File: src/logic/rsi_pkg.sv
// constants for the receive status and target interrupt register group
package rsi_pkg;
  // printed register indices; byte address is four times the index
  localparam logic [7:0] RSI_IDX_PT_IRQ    = 8'h1D;
  localparam logic [7:0] RSI_IDX_FIFO_LO   = 8'h1E;
  localparam logic [7:0] RSI_IDX_FIFO_HI   = 8'h1F;
  localparam logic [7:0] RSI_IDX_COLL      = 8'h20;
  // block interrupt registers, byte addresses
  localparam logic [7:0] RSI_ADDR_BLK_STAT = 8'hC0;
  localparam logic [7:0] RSI_ADDR_BLK_MASK = 8'hC4;
  // passive target interrupt bit positions
  localparam int RSI_PT_FIELD_WAIT = 7;
  localparam int RSI_PT_SLOT_LOW   = 6;
  localparam int RSI_PT_P2P_ON     = 5;
  localparam int RSI_PT_AUTO_REPLY = 4;
  localparam int RSI_PT_NFCF       = 3;
  localparam int RSI_PT_RSVD       = 2;
  localparam int RSI_PT_STAR       = 1;
  localparam int RSI_PT_ACTIVE     = 0;
  // block status bit positions
  localparam int RSI_BS_PT    = 0;
  localparam int RSI_BS_UNF   = 1;
  localparam int RSI_BS_OVR   = 2;
  localparam int RSI_BS_COLL  = 3;
  localparam int RSI_BS_HARD  = 4;
  localparam int RSI_BS_WIDTH = 5;
  // fifo geometry
  localparam int              RSI_CNT_W    = 10;
  localparam logic [9:0]      RSI_FIFO_MAX = 10'h200;
  localparam logic [9:0]      RSI_CNT_ONE  = 10'h001;
  // reset values
  localparam logic [7:0]      RSI_RST_BYTE = 8'h00;
  localparam logic [4:0]      RSI_RST_MASK = 5'h00;
  // axi responses
  localparam logic [1:0]      RSI_RESP_OK  = 2'h0;
  localparam logic [1:0]      RSI_RESP_ERR = 2'h2;
endpackage

File: src/logic/rsi_regs.sv
// receive status and passive target interrupt registers behind AXI4-Lite
//
// Added by the designer: register access over AXI4-Lite.
`timescale 1ns/1ps
module rsi_regs
  import rsi_pkg::*;
(
  // clock and reset
  input  wire logic       i_clk,
  input  wire logic       i_rst_n,
  // axi4-lite write address and data
  input  wire logic       i_awvalid,
  output logic            o_awready,
  input  wire logic [7:0] i_awaddr,
  input  wire logic       i_wvalid,
  output logic            o_wready,
  input  wire logic [31:0] i_wdata,
  input  wire logic [3:0] i_wstrb,
  // axi4-lite write response
  output logic            o_bvalid,
  input  wire logic       i_bready,
  output logic [1:0]      o_bresp,
  // axi4-lite read
  input  wire logic       i_arvalid,
  output logic            o_arready,
  input  wire logic [7:0] i_araddr,
  output logic            o_rvalid,
  input  wire logic       i_rready,
  output logic [31:0]     o_rdata,
  output logic [1:0]      o_rresp,
  // target events, one-cycle pulses
  input  wire logic       i_field_wait_timer_irq,
  input  wire logic       i_slot_supply_low_irq,
  input  wire logic       i_p2p_field_on_irq,
  input  wire logic       i_auto_reply_sent_irq,
  input  wire logic       i_nfcf_target_active_irq,
  input  wire logic       i_nfca_target_active_star_irq,
  input  wire logic       i_nfca_target_active_irq,
  // fifo traffic
  input  wire logic       i_fifo_push,
  input  wire logic       i_fifo_pop,
  input  wire logic       i_fifo_clear,
  // receive frame end
  input  wire logic       i_rx_frame_end,
  input  wire logic [2:0] i_rx_last_bits,
  input  wire logic [7:0] i_rx_shift,
  input  wire logic       i_rx_missing_parity,
  input  wire logic       i_hard_framing_error_irq,
  // collision report
  input  wire logic       i_coll_event,
  input  wire logic       i_coll_in_anticoll,
  input  wire logic [3:0] i_coll_bytes,
  input  wire logic [2:0] i_coll_bits,
  input  wire logic       i_collision_in_parity,
  // outputs to the receive path and system
  output logic [7:0]      o_rx_last_byte,
  output logic            o_rx_last_byte_valid,
  output logic            o_irq
);

  // bus state
  logic        awready_r, awready_nxt, wready_r, wready_nxt;
  logic        aw_got_r, aw_got_nxt, w_got_r, w_got_nxt;
  logic [7:0]  aw_addr_r, aw_addr_nxt;
  logic [31:0] w_data_r, w_data_nxt;
  logic        w_lane0_r, w_lane0_nxt;
  logic        bvalid_r, bvalid_nxt, arready_r, arready_nxt, rvalid_r, rvalid_nxt;
  logic [1:0]  bresp_r, bresp_nxt, rresp_r, rresp_nxt;
  logic [31:0] rdata_r, rdata_nxt;
  logic        wr_fire, rd_fire;

  // status state
  logic [7:0]  pt_irq_r, pt_irq_nxt, pt_set;
  logic [9:0]  fifo_cnt_r, fifo_cnt_nxt;
  logic        unf_r, unf_nxt, ovr_r, ovr_nxt, unf_ev, ovr_ev;
  logic [2:0]  lb_bits_r, lb_bits_nxt;
  logic        nopar_r, nopar_nxt;
  logic [7:0]  coll_r, coll_nxt;
  logic        coll_upd;
  logic [4:0]  blk_stat_r, blk_stat_nxt, blk_mask_r, blk_mask_nxt, blk_set;
  logic        irq_r, irq_nxt;
  logic [7:0]  last_byte_r, last_byte_nxt;
  logic        last_vld_r, last_vld_nxt;

  assign wr_fire = aw_got_r & w_got_r & ~bvalid_r;
  assign rd_fire = i_arvalid & arready_r;

  // event vector in register order; bit 2 never sets
  always_comb begin
    pt_set                    = RSI_RST_BYTE;
    pt_set[RSI_PT_FIELD_WAIT] = i_field_wait_timer_irq;
    pt_set[RSI_PT_SLOT_LOW]   = i_slot_supply_low_irq;
    pt_set[RSI_PT_P2P_ON]     = i_p2p_field_on_irq;
    pt_set[RSI_PT_AUTO_REPLY] = i_auto_reply_sent_irq;
    pt_set[RSI_PT_NFCF]       = i_nfcf_target_active_irq;
    pt_set[RSI_PT_STAR]       = i_nfca_target_active_star_irq;
    pt_set[RSI_PT_ACTIVE]     = i_nfca_target_active_irq;
  end

  // bus slave
  always_comb begin
    aw_got_nxt  = aw_got_r;
    aw_addr_nxt = aw_addr_r;
    w_got_nxt   = w_got_r;
    w_data_nxt  = w_data_r;
    w_lane0_nxt = w_lane0_r;
    bvalid_nxt  = bvalid_r;
    bresp_nxt   = bresp_r;
    rvalid_nxt  = rvalid_r;
    rdata_nxt   = rdata_r;
    rresp_nxt   = rresp_r;
    if (i_awvalid && awready_r) begin
      aw_got_nxt  = 1'b1;
      aw_addr_nxt = i_awaddr;
    end
    if (i_wvalid && wready_r) begin
      w_got_nxt   = 1'b1;
      w_data_nxt  = i_wdata;
      w_lane0_nxt = i_wstrb[0];
    end
    if (bvalid_r && i_bready) begin
      bvalid_nxt = 1'b0;
    end
    if (wr_fire) begin
      aw_got_nxt = 1'b0;
      w_got_nxt  = 1'b0;
      bvalid_nxt = 1'b1;
      // read-only status words accept writes silently
      unique case (aw_addr_r)
        RSI_ADDR_BLK_STAT, RSI_ADDR_BLK_MASK,
        {RSI_IDX_PT_IRQ[5:0], 2'b00}, {RSI_IDX_FIFO_LO[5:0], 2'b00},
        {RSI_IDX_FIFO_HI[5:0], 2'b00}, {RSI_IDX_COLL[5:0], 2'b00}:
          bresp_nxt = RSI_RESP_OK;
        default:
          bresp_nxt = RSI_RESP_ERR;
      endcase
    end
    if (rvalid_r && i_rready) begin
      rvalid_nxt = 1'b0;
    end
    if (rd_fire) begin
      rvalid_nxt = 1'b1;
      rresp_nxt  = RSI_RESP_OK;
      rdata_nxt  = 32'h0000_0000;
      unique case (i_araddr)
        {RSI_IDX_PT_IRQ[5:0], 2'b00}:  rdata_nxt[7:0] = pt_irq_r;
        {RSI_IDX_FIFO_LO[5:0], 2'b00}: rdata_nxt[7:0] = fifo_cnt_r[7:0];
        {RSI_IDX_FIFO_HI[5:0], 2'b00}:
          rdata_nxt[7:0] = {fifo_cnt_r[9:8], unf_r, ovr_r, lb_bits_r, nopar_r};
        {RSI_IDX_COLL[5:0], 2'b00}:    rdata_nxt[7:0] = coll_r;
        RSI_ADDR_BLK_STAT:             rdata_nxt[4:0] = blk_stat_r;
        RSI_ADDR_BLK_MASK:             rdata_nxt[4:0] = blk_mask_r;
        default:                       rresp_nxt      = RSI_RESP_ERR;
      endcase
    end
    awready_nxt = ~aw_got_nxt & ~bvalid_nxt;
    wready_nxt  = ~w_got_nxt & ~bvalid_nxt;
    arready_nxt = ~rvalid_nxt;
  end

  always_ff @(posedge i_clk) begin
    if (!i_rst_n) begin
      awready_r <= 1'b1;
      wready_r  <= 1'b1;
      aw_got_r  <= 1'b0;
      aw_addr_r <= RSI_RST_BYTE;
      w_got_r   <= 1'b0;
      w_data_r  <= 32'h0000_0000;
      w_lane0_r <= 1'b0;
      bvalid_r  <= 1'b0;
      bresp_r   <= RSI_RESP_OK;
      arready_r <= 1'b1;
      rvalid_r  <= 1'b0;
      rdata_r   <= 32'h0000_0000;
      rresp_r   <= RSI_RESP_OK;
    end else begin
      awready_r <= awready_nxt;
      wready_r  <= wready_nxt;
      aw_got_r  <= aw_got_nxt;
      aw_addr_r <= aw_addr_nxt;
      w_got_r   <= w_got_nxt;
      w_data_r  <= w_data_nxt;
      w_lane0_r <= w_lane0_nxt;
      bvalid_r  <= bvalid_nxt;
      bresp_r   <= bresp_nxt;
      arready_r <= arready_nxt;
      rvalid_r  <= rvalid_nxt;
      rdata_r   <= rdata_nxt;
      rresp_r   <= rresp_nxt;
    end
  end

  // status logic
  always_comb begin
    // read clears, but an event in the same cycle still lands
    pt_irq_nxt = pt_irq_r | pt_set;
    if (rd_fire && i_araddr == {RSI_IDX_PT_IRQ[5:0], 2'b00}) begin
      pt_irq_nxt = pt_set;
    end
    // push on full or pop on empty leaves the count alone
    unf_ev       = i_fifo_pop & ~i_fifo_push & (fifo_cnt_r == 10'h000);
    ovr_ev       = i_fifo_push & ~i_fifo_pop & (fifo_cnt_r == RSI_FIFO_MAX);
    fifo_cnt_nxt = fifo_cnt_r;
    unf_nxt      = unf_r | unf_ev;
    ovr_nxt      = ovr_r | ovr_ev;
    if (i_fifo_push && !i_fifo_pop && !ovr_ev) begin
      fifo_cnt_nxt = fifo_cnt_r + RSI_CNT_ONE;
    end else if (i_fifo_pop && !i_fifo_push && !unf_ev) begin
      fifo_cnt_nxt = fifo_cnt_r - RSI_CNT_ONE;
    end
    if (i_fifo_clear) begin
      fifo_cnt_nxt = 10'h000;
      unf_nxt      = 1'b0;
      ovr_nxt      = 1'b0;
    end
    // last-byte report, left justified shift register aligned to bit 0
    lb_bits_nxt   = lb_bits_r;
    nopar_nxt     = nopar_r;
    last_byte_nxt = last_byte_r;
    last_vld_nxt  = i_rx_frame_end;
    if (i_rx_frame_end) begin
      lb_bits_nxt   = i_rx_last_bits;
      nopar_nxt     = i_rx_missing_parity & (i_rx_last_bits == 3'h0);
      last_byte_nxt = i_rx_shift >> (4'h8 - {1'b0, i_rx_last_bits});
      if (i_rx_last_bits == 3'h0) begin
        last_byte_nxt = i_rx_shift;
      end
    end
    // collisions outside the anticollision span are not recorded
    coll_upd = i_coll_event & i_coll_in_anticoll;
    coll_nxt = coll_r;
    if (coll_upd) begin
      coll_nxt = {i_coll_bytes, i_coll_bits, i_collision_in_parity};
    end
    // block interrupt: sticky, write one to clear, set wins
    blk_set              = 5'h00;
    blk_set[RSI_BS_PT]   = |pt_set;
    blk_set[RSI_BS_UNF]  = unf_ev;
    blk_set[RSI_BS_OVR]  = ovr_ev;
    blk_set[RSI_BS_COLL] = coll_upd;
    blk_set[RSI_BS_HARD] = i_hard_framing_error_irq;
    blk_stat_nxt = blk_stat_r;
    blk_mask_nxt = blk_mask_r;
    if (wr_fire && w_lane0_r && aw_addr_r == RSI_ADDR_BLK_STAT) begin
      blk_stat_nxt = blk_stat_r & ~w_data_r[4:0];
    end
    if (wr_fire && w_lane0_r && aw_addr_r == RSI_ADDR_BLK_MASK) begin
      blk_mask_nxt = w_data_r[4:0];
    end
    blk_stat_nxt = blk_stat_nxt | blk_set;
    irq_nxt      = |(blk_stat_nxt & blk_mask_nxt);
  end

  always_ff @(posedge i_clk) begin
    if (!i_rst_n) begin
      pt_irq_r    <= RSI_RST_BYTE;
      fifo_cnt_r  <= 10'h000;
      unf_r       <= 1'b0;
      ovr_r       <= 1'b0;
      lb_bits_r   <= 3'h0;
      nopar_r     <= 1'b0;
      coll_r      <= RSI_RST_BYTE;
      blk_stat_r  <= RSI_RST_MASK;
      blk_mask_r  <= RSI_RST_MASK;
      irq_r       <= 1'b0;
      last_byte_r <= RSI_RST_BYTE;
      last_vld_r  <= 1'b0;
    end else begin
      pt_irq_r    <= pt_irq_nxt;
      fifo_cnt_r  <= fifo_cnt_nxt;
      unf_r       <= unf_nxt;
      ovr_r       <= ovr_nxt;
      lb_bits_r   <= lb_bits_nxt;
      nopar_r     <= nopar_nxt;
      coll_r      <= coll_nxt;
      blk_stat_r  <= blk_stat_nxt;
      blk_mask_r  <= blk_mask_nxt;
      irq_r       <= irq_nxt;
      last_byte_r <= last_byte_nxt;
      last_vld_r  <= last_vld_nxt;
    end
  end

  assign o_awready            = awready_r;
  assign o_wready             = wready_r;
  assign o_bvalid             = bvalid_r;
  assign o_bresp              = bresp_r;
  assign o_arready            = arready_r;
  assign o_rvalid             = rvalid_r;
  assign o_rdata              = rdata_r;
  assign o_rresp              = rresp_r;
  assign o_rx_last_byte       = last_byte_r;
  assign o_rx_last_byte_valid = last_vld_r;
  assign o_irq                = irq_r;
endmodule

File: config.mk
export PLATFORM = sky130hd
export DESIGN_NAME = rsi_regs
export DESIGN_NICKNAME = d
export VERILOG_FILES = /design/src/logic/rsi_pkg.sv /design/src/logic/rsi_regs.sv
export SDC_FILE = /design/constraint.sdc
export NUM_CORES = 1
export LEC_CHECK = 0
export ABC_AREA = 1
export BUFFER_PORTS_ARGS = -buffer_cell sky130_fd_sc_hd__buf_2
export CORE_MARGIN = 3
export CORE_UTILIZATION = 40
export CTS_BUF_LIST = sky130_fd_sc_hd__clkbuf_16
export DETAILED_ROUTE_END_ITERATION = 16
export PLACE_DENSITY = 0.69
export SYNTH_ARGS = -nofsm -noshare
export SYNTH_HDL_FRONTEND = slang
export SYNTH_SLANG_ARGS = --single-unit
File: constraint.sdc
create_clock -name i_clk -period 2.1 [get_ports i_clk]
set_clock_uncertainty 0.15 [all_clocks]
set_input_delay 0.315 -clock i_clk [delete_from_list [all_inputs] [get_ports i_clk]]
set_output_delay 0.315 -clock i_clk [all_outputs]
set_load 0.01 [all_outputs]
==> metrics.md, run 1 <==
| Metric | Value |
|---|---|
| Dpl hpwl | 9.02 mm |
| CTS tree | yes |
| Final Hold Vio Count | 0 |
| Std-Cell Core Area | 10000 um2 |
| Drt via density | 5.09 |
| Starting Density | 42.2% |
| Flops & latches, synth | 82 |
| Total congestion overflow | 0 |
| Final ANT Viol Nets | 0 |
| Crit path max fanout | 6 |
| PwrDens | 735 nW/um2 |
| RSZ-0062 raised after global routing | true |
| Primary FF master, synth | dfxtp_1 |
| DIE HEIGHT | 109 um |
| Worst skew pair latency | 0.34 ns |
| Crit path kind | reg -> reg |
| Setup ws final | -0.000958 ns |
| Crit-path cells | nor2_2 > nand2_2 > nor2_4 > nand2_4 > buf_6 > nand3_1 > nand2_4 > nor2_2 > nand2_2 > nor2_1 > nand2_1 > nand2_1 > nand2_2 > a21oi_1 > nor2_1 |
| # H-tree levels | 3 |
| Area contributors post-synth | dfxtp_1, nand2_1, o21ai_0 |
| Max stage delay cell, worst path | dfxtp_2 |
| Max IR drop VDD | 0.343 mV |
| Internal | 2.83 mW |
| Ant diodes | 0 |
| Sequential area share after synthesis | 38.9% |
| Hold Crit Start | i_slot_supply_low_irq |
| Hold slack | 0.0549 ns |
| Pins Over Slew Limit | 0 |
| Most common cell on crit path | nand2_2 |
| Status | finished, violations left |
| Hold_buf cts | 0 |
| Area delta synth->final | 31.3% |
| Worst path required time | 2.19 ns |
| Site Rows | 36 |
| Post-Synthesis Mean Instance Area | 6.79 um2 |
| Clock slew at reported path FFs | 0.06 ns |
| Die area | 11800 um2 |
| Global-route wire length before repair | 18.7 mm |
| Syn Inst Count | 622 |
| Highest clock rate | 476 MHz |
| Initial antenna violation count | 0 |
| GPL Wtd Cong | 0.863 |
| DRT Pass-1 Iters | 4 |
| Clock Sinks | 82 |
| Hold crit path type | in -> reg |
| Share of the synthesized area in the top cell type | 38.9% |
| Vias | 4516 |
| Largest net degree at the start of global routing | 43 |
| Max Cap Viol | 0 |
| Data arrival, critical path | 2.19 ns |
| Net Sw Frac | 30.5% |
| # port buffers | 87 |
| Most common cell in the netlist | nand2_1 |
| Fillers | 972 |
| CTS Buf Count | 9 |
| Slew HR | 66.3% |
| Final setup viols | 1 |
| Slew @ Worst Pin | 0.500 ns |
| Area leader, netlist | dfxtp_1 |
| Top delay family on crit path | simple AND/OR/NAND/NOR gates |
| Switching pwr | 1.24 mW |
| Sequential cell area | 1650 um2 |
| 1st-iter DRT viols | 202 |
| Async S/R FF share, synth | 0% |
| Register share of total power | 42.3% |
| Crit end category | flip-flop |
| CTS Buffer Depth | 2 |
| Min Tclk post-route | 2.10 ns |
| DP Worst Slack | -0.0821 ns |
| Post-synth EDFFs | 0 |
| Die Width | 109 um |
| Yosys cell types | 37 |
| Worst Path Buf+Inv | 1 |
| Ys Warns | 0 |
| Nets | 846 |
| Leak | 2.68 nW |
| GRT Total Usage | 19.9% |
| Most instantiated cells after synthesis | nand2_1, inv_1, dfxtp_1 |
| Clk root buf | clkbuf_16 |
| Slowest stage delay, CP | 0.33 ns |
| Startpoint types | flip-flop |
| # IOs | 144 |
| Multi-input gate area | 2280 um2 |
| Post-Synthesis Cell Area | 4220 um2 |
| Final period utilization | 100% |
| Reg-to-reg critical path startpoint | fifo_cnt_r[7] |
| Failing checks | setup timing |
| Routed wire length | 12.2 mm |
| Clk pwr share | 35.2% |
| Share of cells above drive strength 1 | 27.7% |
| Vias in the first global route | 4135 |
| Worst Setup SP | fifo_cnt_r[7] |
| Routed len/inst | 13.7 um |
| Remaining DRCs | 0 |
| Comb power frac | 22.5% |
## cell type report
| class | instances | area share, % |
|---|---|---|
| well taps | 133 | 3.00 |
| multi-input cells | 433 | 41.2 |
| inverters | 89 | 6.12 |
| flip-flops and latches | 82 | 29.7 |
| clock buffers | 9 | 4.06 |
| repair buffers | 135 | 15.2 |
| clock inverters | 7 | 0.722 |
## metal layers
metal	vias to the layer above	wire [um]	GRT usage [%]
met2	155	5870	33.8
li1	2250	-	-
met3	21	764	2.72
met1	2090	5280	25.4
met4	0	283	7.94
met5	-	0	0
## placed cells by master, fill, tap and decap left out, types with 3 or more instances in the layout
master     count
dfxtp_1       78
nor2_2         8
nand2_1       98
a211oi_1       4
o21ai_1        4
buf_4         42
inv_1         88
a221oi_1       5
nand3_1       20
o21a_1         4
dfxtp_2        4
o211ai_1       5
nand2_4       10
nor2_1        60
nor4_1         3
nor2_4         3
nand3_2        7
or2_2          3
nor3_1         5
buf_6          3
o21ai_0       75
nand2_2       16
a21oi_1       48
conb_1        26
clkbuf_16     10
buf_2         87
## power groups by stage
stage / sequential (mW) / clock [mW] / combinational [mW]
floorplan: 1.76 / 0 / 0.493
global placement: 1.75 / 0 / 0.739
detailed placement: 1.75 / 0 / 0.752
CTS: 1.72 / 1.45 / 0.778
global route: 1.73 / 1.51 / 1.02
finish: 1.72 / 1.43 / 0.916
## state kept, by name (all words and copies together) (netlist names), 3 cells and up
name / count
fifo_cnt_r: 10
aw_addr_r: 8
coll_r: 8
o_rdata: 8
o_rx_last_byte: 8
pt_irq_r: 7
blk_mask_r: 5
blk_stat_r: 5
w_data_r: 5
lb_bits_r: 3
## metrics by stage
| step | power (mW) | utilization, % | cell area (um2) | instances | setup TNS (ns) |
|---|---|---|---|---|---|
| floorplan | 2.25 | - | 4310 | 647 | 0 |
| CTS | 3.95 | 52.5 | 5250 | 882 | -0.0170 |
| global route | 4.27 | 55.4 | 5540 | 888 | -0.646 |
| detailed placement | 2.50 | 49.3 | 4930 | 862 | -0.199 |
| global placement | 2.49 | 49.3 | 4930 | 862 | -0.0804 |
| finish | 4.07 | 55.4 | 5540 | 888 | -0.000958 |
## cells by family (layout without fill, tap and decap cells)
kind of cell | after synthesis | after routing | synth area share [%]
xor+xnor | 3 | 3 | 0.623
fa+ha+maj | 3 | 3 | 0.890
compound gates | 161 | 161 | 21.3
simple gates | 240 | 240 | 23.8
other cells | 1 | 26 | 0.0889
buf+inv | 132 | 240 | 14.4
flops | 82 | 82 | 38.9
## timing repair
item / in CTS / in global routing
buffers inserted: 4 / 5
gates resized for setup: 9 / 65
cloned: 0 / 1
setup endpoints to repair: 5 / 9
pin swaps: 8 / 27
## tightest hold or removal path, stage by stage
cell	delay, ns
buf_2	0.09
a21oi_1	0.04
nor2_1	0.07
## final timing paths
check        slack [ns]  cells past startpoint       endpoint
max              -0.001                     15  fifo_cnt_r[9]
min                0.05                      3    pt_irq_r[6]
max reg2reg      -0.001                     15  fifo_cnt_r[9]
min reg2reg        0.31                      2          ovr_r
(Power assumes the default switching activity.)
==> run 2, diff against run 1 <==
--- a/config.mk
+++ b/config.mk
@@ -8,10 +8,10 @@
 export ABC_AREA = 1
 export BUFFER_PORTS_ARGS = -buffer_cell sky130_fd_sc_hd__buf_2
 export CORE_MARGIN = 3
-export CORE_UTILIZATION = 40
+export CORE_UTILIZATION = 45
 export CTS_BUF_LIST = sky130_fd_sc_hd__clkbuf_16
 export DETAILED_ROUTE_END_ITERATION = 16
-export PLACE_DENSITY = 0.69
+export PLACE_DENSITY = 0.76
 export SYNTH_ARGS = -nofsm -noshare
 export SYNTH_HDL_FRONTEND = slang
 export SYNTH_SLANG_ARGS = --single-unit
==> run 2 against run 1 <==
The flow still finishes with violations (setup timing). Fmax decreased by 2.6%. Clock-buffer cell count unchanged. Critical path type unchanged. Worst setup slack got worse by 0.056 ns.
==> metrics.md, run 2 (same netlist as run 1, synthesis figures left out) <==
| Metric | Value |
|---|---|
| Nets | 842 (-0.47%) |
| Clk root buf | clkbuf_16 |
| CTS Buffer Depth | 2 (unchanged) |
| Worst skew pair latency | 0.34 ns (about the same) |
| Std-Cell Core Area | 8930 um2 (-11%) |
| Reg2Reg Setup Slack | -0.06 ns (-0.06 ns) |
| Area delta synth->final | 28.5% |
| Top reg by flops | fifo_cnt_r |
| Placed insts | 834 (-3.2%) |
| Initial antenna violation count | 0 (unchanged) |
| Setup_tns | -0.154 ns (-0.154 ns) |
| Met2 WL post-DR | 5.94 mm (+1.1%) |
| DR top layer | met4 |
| DIE HEIGHT | 103 um (-5.4%) |
| Final Hold Vio Count | 0 (unchanged) |
| Pins Over Slew Limit | 0 (unchanged) |
| Global-route wire length before repair | 18.8 mm (+0.52%) |
| Crit end category | flip-flop |
| Reg2Reg Depth | 16 (+1) |
| RSZ-0062 raised after global routing | true |
| Hold crit path type | in -> reg |
| Clock slew at reported path FFs | 0.06 ns (about the same) |
| Routed wire length | 12.1 mm (-1.1%) |
| Failing checks | setup timing |
| Highest clock rate | 464 MHz (-2.6%) |
| Vias | 4463 (-1.2%) |
| Site Rows | 34 (-5.6%) |
| # port buffers | 87 (unchanged) |
| Crit path kind | reg -> reg |
| Final ANT Viol Nets | 0 (unchanged) |
| Pwr Total | 4.41 mW (+8.2%) |
| GRT Total Usage | 22.6% (+2.7 points) |
| Hold Crit Start | i_nfca_target_active_star_irq |
| Routed len/inst | 14.0 um (+2.3%) |
| Max reg flops | 10 (unchanged) |
| Routed length on met1 | 5.06 mm (-4.0%) |
| Hold_buf cts | 0 (unchanged) |
| Reg-to-reg critical path startpoint | fifo_cnt_r[7] |
| GPL Wtd Cong | 0.925 (+7.3%) |
| DRT Pass-1 Iters | 5 (+1) |
| Hold path depth | 3 (unchanged) |
| Final cell count without fillers | 858 (-3.4%) |
| Leak | 2.64 nW (-1.8%) |
| Total congestion overflow | 0 (unchanged) |
| Status | finished, violations left |
| Worst Path Buf+Inv | 1 (unchanged) |
| Min Tclk post-route | 2.16 ns (+0.0559 ns) |
| Slowest stage delay, CP | 0.32 ns (about the same) |
| Crit path max fanout | 4 (-2) |
| Vias in the first global route | 4102 (-0.80%) |
| Top delay family on crit path | simple AND/OR/NAND/NOR gates |
| Ant diodes | 0 (unchanged) |
| # H-tree levels | 3 (unchanged) |
| Final setup viols | 4 (+3) |
| Die area | 10600 um2 (-11%) |
| # IOs | 144 (unchanged) |
| 1st-iter DRT viols | 206 (+2.0%) |
| Clock Sinks | 82 (unchanged) |
| Worst path required time | 2.23 ns (+0.04 ns) |
| Slew HR | 59.9% (-6.4 points) |
| Setup ws final | -0.0569 ns (-0.0559 ns) |
| Crit-path cells | nor2_2 > nand2_2 > nor2_4 > nand2_4 > buf_4 > nand3b_1 > nand2_2 > nor2_4 > nand2_2 > nor2_1 > nand2_1 > nand2_1 > nand2_1 > nand3_1 > nand2_1 > nor2_1 |
| CTS tree | yes |
| Hold Path End | pt_irq_r[1] |
| Startpoint types | flip-flop |
| Slew @ Worst Pin | 0.599 ns (+0.0981 ns) |
| Die Width | 103 um (-5.4%) |
| CTS Buf Count | 9 (unchanged) |
| Commonest non-fill, non-tap cell in the layout | nand2_1 |
| Max IR drop VDD | 0.382 mV (+12%) |
| Most common cell on crit path | nand2_1 |
| Met3 Wirelength | 832 um (+8.9%) |
| Starting Density | 47.2% (+5.0 points) |
| Drt via density | 5.20 (+2.3%) |
| Worst reg2reg path endpoint | fifo_cnt_r[9] |
| Max stage delay cell, worst path | dfxtp_2 |
| Max Cap Viol | 0 (unchanged) |
| Remaining DRCs | 0 (unchanged) |
| Dpl hpwl | 8.83 mm (-2.2%) |
| Final period utilization | 103% (+2.7 points) |
| PwrDens | 813 nW/um2 (+11%) |
| Commonest non-fill, non-tap cells in the layout | nand2_1, buf_2, inv_1 |
| Data arrival, critical path | 2.29 ns (+0.10 ns) |
| Share of cells above drive strength 1 | 25.3% (-2.3 points) |
| Largest net degree at the start of global routing | 43 (unchanged) |
| Fillers | 837 (-14%) |
-- run 2: cell count changes in the layout (fill, tap and decap cells not counted), sizes merged --
cell / change
clkinvlp: -1
bufinv: +3
clkbuf: -1
buf: -3
inv: -3
-- run 2: area by class of cell --
cell class / instances / area [um2] / share of cell area [%]
Clock buffer: 9 / 225 / 4.15
Clock inverter: 6 / 113 / 2.08
Inverter: 89 / 334 / 6.16
Multi-Input combinational cell: 433 / 2190 / 40.4
Sequential cell: 82 / 1640 / 30.3
Tap cell: 108 / 135 / 2.49
Timing Repair Buffer: 131 / 781 / 14.4
-- run 2: worst max path at each step --
stage	slack [ns]	startpoint	depth (start not counted)	endpoint
3_5_place_dp	-0.06	fifo_cnt_r[4]	17	fifo_cnt_r[7]
3_3_place_gp	-0.006	fifo_cnt_r[4]	18	fifo_cnt_r[8]
2_1_floorplan	0.05	fifo_cnt_r[3]	19	fifo_cnt_r[8]
6_report	-0.06	fifo_cnt_r[7]	16	fifo_cnt_r[9]
5_1_grt	-0.22	fifo_cnt_r[7]	16	fifo_cnt_r[9]
4_1_cts	0.005	fifo_cnt_r[5]	15	fifo_cnt_r[9]
-- run 2: routing by layer --
metal	global-route usage, %	vias up
met5	0	-
met4	6.47	0
met3	4.67	21
met2	38.4	161
met1	29.2	2053
li1	-	2228
-- run 2: power by group --
part | internal [mW] | leakage (nW) | total, mW | switching (mW)
clock | 1.16 | 0.166 | 1.81 | 0.646
combinational | 0.354 | 1.79 | 0.878 | 0.524
sequential | 1.66 | 0.676 | 1.72 | 0.0599
total | 3.18 | 2.64 | 4.41 | 1.23
-- run 2: stage by stage --
step | hold WS, ns | area [um2] | setup slack (ns) | utilization (%)
after detailed placement | 0.298 | 4870 | -0.0635 | 54.6
after floorplan | 0.275 | 4310 | 0.0517 | -
after CTS | 0.0507 | 5250 | 0.00483 | 58.8
final | 0.0528 | 5420 | -0.0569 | 60.7
after global routing | 0.0747 | 5420 | -0.222 | 60.7
after global placement | 0.292 | 4870 | -0.00617 | 54.6
-- run 2: worst reg2reg max path: stages, from the launching register on --
cell,delay (ns)
dfxtp_2,0.32
nor2_2,0.10
nand2_2,0.12
nor2_4,0.19
nand2_4,0.10
buf_4,0.15
nand3b_1,0.10
nand2_2,0.10
nor2_4,0.15
nand2_2,0.07
nor2_1,0.11
nand2_1,0.09
nand2_1,0.06
nand2_1,0.07
nand3_1,0.07
nand2_1,0.05
nor2_1,0.11
-- run 2: repair_timing --
item / in CTS / in global routing
gates cloned: 0 / 0
setup endpoints to repair: 7 / 8
resized for setup: 11 / 35
setup buffers: 0 / 9
pin swaps: 5 / 18
